## src/ref_ctl_pkg.sv

```systemverilog
// Package: register map, field positions, reset values and bus types of the reference control bank
package ref_ctl_pkg;

    // ------------------------------------------------------------------
    // Register indices (printed offsets) and byte-address width
    // ------------------------------------------------------------------
    localparam logic [11:0] IDX_REF_VALIDATION_SKIP     = 12'ha02;
    localparam logic [11:0] IDX_REF_FORCE_FAULT         = 12'ha03;
    localparam logic [11:0] IDX_REF_MONITOR_BYPASS      = 12'ha04;
    localparam logic [11:0] IDX_IRQ_GROUP_CLEAR         = 12'ha05;
    localparam logic [11:0] IDX_SYSTEM_CLOCK_PLL_EEPROM_IRQ_CLEAR = 12'ha06;
    localparam logic [11:0] IDX_IRQ_STATUS              = 12'ha10;
    localparam logic [11:0] IDX_IRQ_MASK                = 12'ha11;
    localparam logic [11:0] IDX_REF_STATE               = 12'ha12;
    localparam int          ADDR_W                      = 14;

    // ------------------------------------------------------------------
    // Field layout
    // ------------------------------------------------------------------
    localparam int          NUM_REFS       = 4;
    localparam logic [7:0]  REF_FIELD_MASK = 8'h0f;
    localparam logic [7:0]  GROUP_MASK     = 8'hbf;
    localparam int          GRP_ALL        = 0;
    localparam int          GRP_COMMON     = 1;
    localparam int          GRP_LOOP0      = 2;
    localparam int          GRP_WATCHDOG   = 7;
    localparam int          SYS_UNLOCKED   = 7;
    localparam int          SYS_STABLE     = 6;
    localparam int          SYS_LOCKED     = 5;
    localparam int          SYS_CAL_ENDED  = 4;
    localparam int          SYS_CAL_START  = 3;
    localparam int          SYS_WATCHDOG   = 2;
    localparam int          SYS_EE_FAULT   = 1;
    localparam int          SYS_EE_DONE    = 0;

    // Local interrupt status bits
    localparam int          EV_VALIDATED   = 0;
    localparam int          EV_FAULTED     = 4;

    // ------------------------------------------------------------------
    // Reset values
    // ------------------------------------------------------------------
    localparam logic [7:0]  RST_BYTE       = 8'h00;
    localparam logic [31:0] RST_WORD       = 32'h0000_0000;

    // ------------------------------------------------------------------
    // Carrier types
    // ------------------------------------------------------------------
    typedef struct packed {
        logic [ADDR_W-1:0] paddr;
        logic              psel;
        logic              penable;
        logic              pwrite;
        logic [31:0]       pwdata;
    } apb_req_t;

    typedef struct packed {
        logic [7:0] group;
        logic [7:0] system_clock_pll_eeprom;
    } irq_clear_t;

endpackage

```

## src/ref_sync3.sv

```systemverilog
// Module: three-stage synchroniser for a bundle of pin-level inputs
`timescale 1ns/1ps
`default_nettype none
module ref_sync3 #(
    parameter int WIDTH = 4
) (
    // Clock and reset
    input  wire logic             ref_clk,
    input  wire logic             rst,
    // Data
    input  wire logic [WIDTH-1:0] async_in,
    output logic      [WIDTH-1:0] sync_out
);

    logic [WIDTH-1:0] stage1;
    logic [WIDTH-1:0] stage2;
    logic [WIDTH-1:0] stage3;

    // ------------------------------------------------------------------
    // Chain; output moves only when stages two and three agree
    // ------------------------------------------------------------------
    always_ff @(posedge ref_clk or posedge rst)
    begin
        if (rst)
        begin
            stage1 <= '0;
            stage2 <= '0;
            stage3 <= '0;
        end
        else
        begin
            stage1 <= async_in;
            stage2 <= stage1;
            stage3 <= stage2;
        end
    end

    genvar i;
    generate
        for (i = 0; i < WIDTH; i++)
        begin : g_agree
            always_ff @(posedge ref_clk or posedge rst)
            begin
                if (rst)
                    sync_out[i] <= 1'b0;
                else if (stage2[i] == stage3[i])
                    sync_out[i] <= stage3[i];
            end
        end
    endgenerate

endmodule
`default_nettype wire

```

## src/ref_qualify.sv

```systemverilog
// Module: per-reference fault qualification from monitor, force and bypass controls
`timescale 1ns/1ps
`default_nettype none
module ref_qualify #(
    parameter int N = 4
) (
    // Clock and reset
    input  wire logic         ref_clk,
    input  wire logic         rst,
    // Controls
    input  wire logic [N-1:0] force_fault,
    input  wire logic [N-1:0] monitor_bypass,
    input  wire logic [N-1:0] monitor_fault,
    // Qualified state
    output logic      [N-1:0] ref_faulted
);

    // ------------------------------------------------------------------
    // Force wins over bypass; bypass hides the frequency monitor
    // ------------------------------------------------------------------
    genvar i;
    generate
        for (i = 0; i < N; i++)
        begin : g_ref
            always_ff @(posedge ref_clk or posedge rst)
            begin
                if (rst)
                    ref_faulted[i] <= 1'b0;
                else if (force_fault[i])
                    ref_faulted[i] <= 1'b1;
                else if (monitor_bypass[i])
                    ref_faulted[i] <= 1'b0;
                else
                    ref_faulted[i] <= monitor_fault[i];
            end
        end
    endgenerate

endmodule
`default_nettype wire

```

## src/ref_input_override_irq_clear.sv

```systemverilog
// Module: reference override and interrupt clear register bank on APB
`timescale 1ns/1ps
`default_nettype none

// Contract
// - Skip bit zeroes validation timer of unfaulted refs, self-clears
// - Force-fault bit faults and excludes reference
// - Bypass ignores monitor unless force-fault set
// - Writing one clears matching latched IRQ
// - Clear bits return to zero themselves
// - Clear bits mirror monitor register positions
// - Group bits: all, common, loops 0-3
// - Group bit 7 clears watchdog alert
// - Bits 7..3 clear system PLL events
// - Bit 2 clears watchdog expiry IRQ
// - Bits 1,0 clear EEPROM fault/complete
module ref_input_override_irq_clear #(
    parameter int NUM_REFS = ref_ctl_pkg::NUM_REFS
) (
    // Clock and reset
    input  wire logic                             ref_clk,
    input  wire logic                             rst,
    // APB slave
    input  wire logic [ref_ctl_pkg::ADDR_W-1:0]   paddr,
    input  wire logic                             psel,
    input  wire logic                             penable,
    input  wire logic                             pwrite,
    input  wire logic [31:0]                      pwdata,
    input  wire logic [3:0]                       pstrb,
    output logic      [31:0]                      prdata,
    output logic                                  pready,
    output logic                                  pslverr,
    // Reference monitors (pins, asynchronous)
    input  wire logic [NUM_REFS-1:0]              monitor_fault,
    input  wire logic [NUM_REFS-1:0]              ref_validated,
    // Reference qualification outputs
    output logic      [NUM_REFS-1:0]              validation_timer_zero,
    output logic      [NUM_REFS-1:0]              ref_faulted,
    // IRQ monitor latch clears
    output ref_ctl_pkg::irq_clear_t               irq_clear,
    // Interrupt
    output logic                                  irq
);

    ref_ctl_pkg::apb_req_t req;
    logic [NUM_REFS-1:0]   force_fault;
    logic [NUM_REFS-1:0]   monitor_bypass;
    logic [NUM_REFS-1:0]   fault_sync;
    logic [NUM_REFS-1:0]   valid_sync;
    logic [NUM_REFS-1:0]   qual_faulted;
    logic [NUM_REFS-1:0]   qual_faulted_d;
    logic [NUM_REFS-1:0]   valid_d;
    logic [7:0]            irq_status;
    logic [7:0]            irq_mask;
    logic [7:0]            irq_event;
    logic                  wr_go;
    logic                  rd_go;
    logic [11:0]           reg_idx;
    logic                  addr_ok;
    logic                  lane0;
    logic                  status_read;
    logic [31:0]           next_prdata;

    // ------------------------------------------------------------------
    // Bus decode
    // ------------------------------------------------------------------
    // Byte address is four times the index; low two bits must be zero
    function automatic logic mapped(input logic [11:0] idx);
        begin
            mapped = (idx == ref_ctl_pkg::IDX_REF_VALIDATION_SKIP) ||
                     (idx == ref_ctl_pkg::IDX_REF_FORCE_FAULT) ||
                     (idx == ref_ctl_pkg::IDX_REF_MONITOR_BYPASS) ||
                     (idx == ref_ctl_pkg::IDX_IRQ_GROUP_CLEAR) ||
                     (idx == ref_ctl_pkg::IDX_SYSTEM_CLOCK_PLL_EEPROM_IRQ_CLEAR) ||
                     (idx == ref_ctl_pkg::IDX_IRQ_STATUS) ||
                     (idx == ref_ctl_pkg::IDX_IRQ_MASK) ||
                     (idx == ref_ctl_pkg::IDX_REF_STATE);
        end
    endfunction

    // Write strobe of one register; every writable register shares it
    function automatic logic wr_hit(input logic [11:0] idx);
        begin
            wr_hit = wr_go && lane0 && (reg_idx == idx);
        end
    endfunction

    assign req.paddr   = paddr;
    assign req.psel    = psel;
    assign req.penable = penable;
    assign req.pwrite  = pwrite;
    assign req.pwdata  = pwdata;

    assign reg_idx = req.paddr[ref_ctl_pkg::ADDR_W-1:2];
    assign addr_ok = mapped(reg_idx) && (req.paddr[1:0] == 2'b00);
    // One wait state: pready rises in the second access cycle
    assign wr_go   = req.psel && req.penable && pready && req.pwrite && addr_ok;
    assign rd_go   = req.psel && req.penable && pready && !req.pwrite && addr_ok;
    assign lane0   = pstrb[0];

    // ------------------------------------------------------------------
    // Handshake
    // ------------------------------------------------------------------
    // One fixed wait state keeps read data a plain register stage
    always_ff @(posedge ref_clk or posedge rst)
    begin
        if (rst)
            pready <= 1'b0;
        else
            pready <= req.psel && req.penable && !pready;
    end

    // A bad address still completes, so a master never hangs
    always_ff @(posedge ref_clk or posedge rst)
    begin
        if (rst)
            pslverr <= 1'b0;
        else
            pslverr <= req.psel && req.penable && !pready && !addr_ok;
    end

    // ------------------------------------------------------------------
    // Override registers
    // ------------------------------------------------------------------
    always_ff @(posedge ref_clk or posedge rst)
    begin
        if (rst)
            force_fault <= '0;
        else if (wr_hit(ref_ctl_pkg::IDX_REF_FORCE_FAULT))
            force_fault <= req.pwdata[NUM_REFS-1:0];
    end

    always_ff @(posedge ref_clk or posedge rst)
    begin
        if (rst)
            monitor_bypass <= '0;
        else if (wr_hit(ref_ctl_pkg::IDX_REF_MONITOR_BYPASS))
            monitor_bypass <= req.pwdata[NUM_REFS-1:0];
    end

    // Self-clearing: high for one cycle after a write of one
    // Faulted references are left alone; their timer runs on
    always_ff @(posedge ref_clk or posedge rst)
    begin
        if (rst)
            validation_timer_zero <= '0;
        else if (wr_hit(ref_ctl_pkg::IDX_REF_VALIDATION_SKIP))
            validation_timer_zero <= req.pwdata[NUM_REFS-1:0] & ~qual_faulted;
        else
            validation_timer_zero <= '0;
    end

    // ------------------------------------------------------------------
    // Clear pulses to the IRQ monitor latches
    // ------------------------------------------------------------------
    // Pulse bits sit at the monitor's own positions, so no remap
    always_ff @(posedge ref_clk or posedge rst)
    begin
        if (rst)
            irq_clear.group <= ref_ctl_pkg::RST_BYTE;
        else if (wr_hit(ref_ctl_pkg::IDX_IRQ_GROUP_CLEAR))
            irq_clear.group <= req.pwdata[7:0] & ref_ctl_pkg::GROUP_MASK;
        else
            irq_clear.group <= ref_ctl_pkg::RST_BYTE;
    end

    always_ff @(posedge ref_clk or posedge rst)
    begin
        if (rst)
            irq_clear.system_clock_pll_eeprom <= ref_ctl_pkg::RST_BYTE;
        else if (wr_hit(ref_ctl_pkg::IDX_SYSTEM_CLOCK_PLL_EEPROM_IRQ_CLEAR))
            irq_clear.system_clock_pll_eeprom <= req.pwdata[7:0];
        else
            irq_clear.system_clock_pll_eeprom <= ref_ctl_pkg::RST_BYTE;
    end

    // ------------------------------------------------------------------
    // Reference qualification
    // ------------------------------------------------------------------
    // Pins pass four flops; a change counts once two stages agree
    ref_sync3 #(
        .WIDTH (2*NUM_REFS)
    ) u_sync (
        .ref_clk  (ref_clk),
        .rst      (rst),
        .async_in ({ref_validated, monitor_fault}),
        .sync_out ({valid_sync, fault_sync})
    );

    ref_qualify #(
        .N (NUM_REFS)
    ) u_qualify (
        .ref_clk        (ref_clk),
        .rst            (rst),
        .force_fault    (force_fault),
        .monitor_bypass (monitor_bypass),
        .monitor_fault  (fault_sync),
        .ref_faulted    (qual_faulted)
    );

    // Extra stage so the port comes straight from a flop
    always_ff @(posedge ref_clk or posedge rst)
    begin
        if (rst)
            ref_faulted <= '0;
        else
            ref_faulted <= qual_faulted;
    end

    // ------------------------------------------------------------------
    // Local interrupt: validated and faulted edges per reference
    // ------------------------------------------------------------------
    always_ff @(posedge ref_clk or posedge rst)
    begin
        if (rst)
        begin
            qual_faulted_d <= '0;
            valid_d        <= '0;
        end
        else
        begin
            qual_faulted_d <= qual_faulted;
            valid_d        <= valid_sync;
        end
    end

    // Each event has a fixed slot in the status byte
    genvar r;
    generate
        for (r = 0; r < NUM_REFS; r++)
        begin : g_event
            assign irq_event[ref_ctl_pkg::EV_VALIDATED + r] = valid_sync[r] & ~valid_d[r];
            assign irq_event[ref_ctl_pkg::EV_FAULTED + r] = qual_faulted[r] & ~qual_faulted_d[r];
        end
    endgenerate
    assign status_read = rd_go && reg_idx == ref_ctl_pkg::IDX_IRQ_STATUS;

    // ------------------------------------------------------------------
    // Status and mask
    // ------------------------------------------------------------------
    // Set wins over the clear-on-read
    always_ff @(posedge ref_clk or posedge rst)
    begin
        if (rst)
            irq_status <= ref_ctl_pkg::RST_BYTE;
        else if (status_read)
            irq_status <= irq_event;
        else
            irq_status <= irq_status | irq_event;
    end

    always_ff @(posedge ref_clk or posedge rst)
    begin
        if (rst)
            irq_mask <= ref_ctl_pkg::RST_BYTE;
        else if (wr_hit(ref_ctl_pkg::IDX_IRQ_MASK))
            irq_mask <= req.pwdata[7:0];
    end

    // Dropped with the status read so a cleared request does not linger
    always_ff @(posedge ref_clk or posedge rst)
    begin
        if (rst)
            irq <= 1'b0;
        else
            irq <= |(irq_status & irq_mask & ~({8{status_read}}));
    end

    // ------------------------------------------------------------------
    // Read data; clear registers read as zero
    // ------------------------------------------------------------------
    always_comb
    begin
        next_prdata = ref_ctl_pkg::RST_WORD;
        if (req.psel && req.penable && !pready && !req.pwrite)
        begin
            case (reg_idx)
                ref_ctl_pkg::IDX_REF_FORCE_FAULT:
                    next_prdata[NUM_REFS-1:0] = force_fault;
                ref_ctl_pkg::IDX_REF_MONITOR_BYPASS:
                    next_prdata[NUM_REFS-1:0] = monitor_bypass;
                // An event now would be lost to the clear, so it is reported at once
                ref_ctl_pkg::IDX_IRQ_STATUS:
                    next_prdata[7:0] = irq_status | irq_event;
                ref_ctl_pkg::IDX_IRQ_MASK:
                    next_prdata[7:0] = irq_mask;
                ref_ctl_pkg::IDX_REF_STATE:
                    next_prdata[2*NUM_REFS-1:0] = {valid_sync, qual_faulted};
                default:
                    next_prdata = ref_ctl_pkg::RST_WORD;
            endcase
        end
    end

    always_ff @(posedge ref_clk or posedge rst)
    begin
        if (rst)
            prdata <= ref_ctl_pkg::RST_WORD;
        else
            prdata <= next_prdata;
    end

endmodule
`default_nettype wire

```

## config.mk

```make
export PLATFORM = sky130hd
export DESIGN_NAME = ref_input_override_irq_clear
export DESIGN_NICKNAME = d
export VERILOG_FILES = /design/src/ref_ctl_pkg.sv /design/src/ref_sync3.sv /design/src/ref_qualify.sv /design/src/ref_input_override_irq_clear.sv
export SDC_FILE = /design/constraint.sdc
export NUM_CORES = 1
export LEC_CHECK = 0
export BUFFER_PORTS_ARGS = -buffer_cell sky130_fd_sc_hd__buf_2
export CORE_MARGIN = 2
export CORE_UTILIZATION = 54
export CTS_CLUSTER_SIZE = 10
export DETAILED_ROUTE_END_ITERATION = 16
export PLACE_DENSITY_LB_ADDON = 0.08
export SLEW_MARGIN = 10
export SYNTH_ARGS = -nofsm -noshare
export SYNTH_HDL_FRONTEND = slang
export SYNTH_HIERARCHICAL = 1
export SYNTH_SLANG_ARGS = --single-unit
```

## constraint.sdc

```tcl
create_clock -name ref_clk -period 3.8 [get_ports ref_clk]
set_input_delay 0.76 -clock ref_clk [delete_from_list [all_inputs] [get_ports ref_clk]]
set_output_delay 0.76 -clock ref_clk [all_outputs]
set_load 0.02 [all_outputs]
```

==> impl_results.rst <==
.. list-table::
   :header-rows: 1

   * - Metric
     - Value
   * - Half-perimeter wire length after detailed placement
     - 5330 um
   * - Synth Cell Area
     - 3870 um2
   * - Result of the run
     - complete, no violations
   * - Setup TNS
     - 0 ps
   * - Cell area after placement
     - 4250 um2
   * - Width of the die
     - 88.7 um
   * - Antenna cell count
     - 0
   * - TritonCTS clock tree
     - done
   * - Multi-input gate area in the final layout
     - 1170 um2
   * - Post-CTS Setup Bufs
     - 0
   * - Area taken by flip-flops and latches
     - 2450 um2
   * - Worst path required time
     - 4040 ps
   * - Cell chosen for the clock root
     - clkbuf_8
   * - Residual DRC count
     - 0
   * - Resized Gates After CTS
     - 0
   * - Worst-path cell with the longest stage delay
     - or4b_4
   * - Critical Path Most Common Cell
     - or4_1
   * - 1st-pass router iterations
     - 4
   * - Count of hold-fix buffers inserted at cts
     - 0
   * - Yosys reg bits
     - 98
   * - # IOs
     - 122
   * - Largest net degree at the start of global routing
     - 33
   * - Number of flops mapped to enable cells by yosys
     - 0
   * - Total of warnings raised by yosys
     - 6
   * - Leak pwr
     - 0.00226 uW
   * - Worst Setup End Kind
     - flop
   * - Sink count of the clock tree
     - 98
   * - Hold Path Class
     - in -> async
   * - Buffer levels on the longest clock path
     - 2
   * - Commonest non-fill, non-tap cell in the layout
     - dfrtp_1
   * - Power per Cell Area
     - 439 nW/um2
   * - Clock transition time at the flip-flop clock pins of the worst setup and hold paths
     - 90 ps
   * - Weighted congestion at the end of routability-driven global placement
     - 0.882
   * - Total routing resource utilization after global routing
     - between 10% and 20%
   * - Leading cell types in the layout, fill and taps excluded
     - dfrtp_1, buf_2, inv_1, conb_1, nor4_1
   * - Wire per inst
     - 14.7 um
   * - Slew at the pin closest to its max-slew limit
     - 757 ps
   * - Starting Density
     - ~56%
   * - DRT antenna net count
     - 0
   * - Final Max Slew Viols
     - 0
   * - Vias in the first global route
     - approximately 2400
   * - Upper clock frequency limit
     - 369 MHz
   * - Layout cell share with drive strength beyond 1
     - 29.6%
   * - Worst vdd rail ir drop
     - approximately 0.26 mV
   * - Number of inserted filler cells in the final layout
     - 565
   * - Detailed-route via count
     - 2602
   * - Data arrival time of the worst path
     - 2950 ps
   * - Antenna violations before repair
     - 0
   * - Final net count
     - 458
   * - Design area
     - 4470 um2
   * - Critical path, cell by cell
     - buf_2 -> or4_1 -> or4_1 -> buf_4 -> or4b_4 -> mux2_4
   * - Setup CP Type
     - in -> reg
   * - DIE AREA
     - 7860 um2
   * - Setup Viol. Count Final
     - 0
   * - Final Critical Period
     - ~2700 ps
   * - Primary FF master, synth
     - dfrtp_1
   * - Final global-route overflow total
     - 0
   * - Std cell rows
     - 30
   * - Number of buffers added by the clock tree synthesis step
     - 9
   * - Worst clock skew on the final layout
     - 7.80 ps
   * - Gate family responsible for the most delay along the worst path
     - simple AND/OR/NAND/NOR gates
   * - Unrepaired setup endpoints after global routing
     - false
   * - Post-route clock period utilization
     - 71.3%
   * - Initial drt markers
     - 100
   * - Gate Count Post-Synth
     - 320
   * - Die Span Y
     - around 89 um
   * - Post-synthesis sequential area ratio
     - 63.4%
   * - Element type at the critical path start
     - input port
   * - Fraction of registers with async set/reset
     - 100%
   * - Total wire length
     - 7270 um
   * - CP bufs+invs
     - 2
   * - Unique cell type count in the Yosys netlist
     - 38
   * - Vias per cell
     - 5.26
   * - Final hold vios
     - 0
   * - WHS
     - slightly below 300 ps
   * - Worst Path Max Fanout
     - 17
   * - Max-cap violations
     - 0
   * - Worst slew margin
     - between 40% and 50%
   * - Clock H-tree levels
     - 3
   * - Avg Inst Size Synth
     - 12.1 um2
   * - Clock network latency to the later pin of the worst-skew pair
     - 350 ps
   * - Area added between synthesis and finish
     - 15.4%
   * - Placeable Area
     - 6870 um2
   * - Critical Path Max Stage Delay
     - 560 ps
   * - Global-route wire length before repair
     - 11400 um
   * - Count of input and output buffers
     - 69
==> cell type report <==
class	count	share of cell area, %
Multi-Input combinational cell	181	26.2
Inverter	29	2.44
Timing Repair Buffer	76	8.91
Clock buffer	11	3.17
Tap cell	96	2.69
Sequential cell	98	54.9
Clock inverter	4	1.71
==> synth_stat cells, types with 3 or more instances <==
master     n  area share, %
nor4_1    18            2.9
mux2_4     4            1.6
buf_1      3           0.29
o22ai_1    3           0.49
a22oi_1    6            1.2
a221oi_1   7            1.6
o31ai_1    3           0.58
nor2_1    17            1.6
nand2b_1   8            1.3
nand2_1   13            1.3
o21ai_0   11            1.4
and3_1     5           0.81
maj3_2     8            2.3
inv_1     29            2.8
a21oi_1   12            1.6
a21o_1     4           0.78
buf_4     25            4.8
clkbuf_1   7           0.68
dfrtp_1   98             63
mux2_2    12            3.5
==> path summary, 6_finish.rpt <==
check                                  from                       end  slack (ps)  depth (start not counted)
setup / recovery                   paddr[6]         monitor_bypass[3]        1090                          6
hold / removal                          rst  u_qualify/ref_faulted[1]         300                          2
setup reg to reg                     pready         monitor_bypass[3]        2110                          4
hold reg to reg            u_sync/stage1[5]          u_sync/stage2[5]         360                          0
max in group asynchronous               rst               irq_mask[7]        2460                          3
min in group ref_clk       u_sync/stage1[5]          u_sync/stage2[5]         360                          0
==> cell families (layout without fill, tap and decap cells) <==
group           after synthesis  in the layout  synth area share [%]
compound gates               49             49                  8.08
fa+ha+maj                     8              8                  2.33
buf+inv                      65            120                  8.76
flops                        98             98                  63.4
mux                          16             16                  5.04
other cells                   1             25                0.0969
simple gates                 83             83                  12.3
==> per-layer routing <==
| layer | vias up | track usage (%) | share of wire, % |
|---|---|---|---|
| met3 | 18 | 3.82 | 6.3 |
| li1 | 1211 | - | - |
| met1 | 1262 | 25.8 | 43 |
| met4 | 0 | 9.37 | 2.6 |
| met2 | 111 | 30.9 | 48 |
| met5 | - | 0 | 0 |
==> power breakdown <==
group	internal, uW	switching (uW)	total, uW
Combinational	44.5	98.3	143
Sequential	1080	21.8	1100
Clock	387	334	721
==> worst reg2reg max path: cells and delay by family, from the launching register on <==
kind,cells,cell delay [ps]
simple gates,2,680
flops,1,370
mux,1,320
buf+inv,1,210
==> stage by stage <==
stage / setup WS (ps) / total power [uW] / utilization [%] / cells
finish: 1090 / 1960 / 65.0 / 495
global route: 1070 / 2040 / 65.0 / 495
CTS: 1120 / 1980 / 65.0 / 495
detailed placement: 740 / 1260 / 61.8 / 480
global placement: 745 / 1260 / 61.8 / 480
floorplan: 1010 / 1230 / - / 344
==> state kept, by name (all words and copies together), names as in the netlist <==
signal and count:
irq_clear 15, u_sync/stage2 8, validation_timer_zero 4, qual_faulted_d 4, irq_mask 8, force_fault 4
irq 1, valid_d 4, pready 1, u_sync/stage1 8, u_sync/sync_out 8, prdata 8
u_sync/stage3 8, irq_status 8, u_qualify/ref_faulted 4, pslverr 1, monitor_bypass 4
No activity file was read; power rests on OpenSTA's default activity.
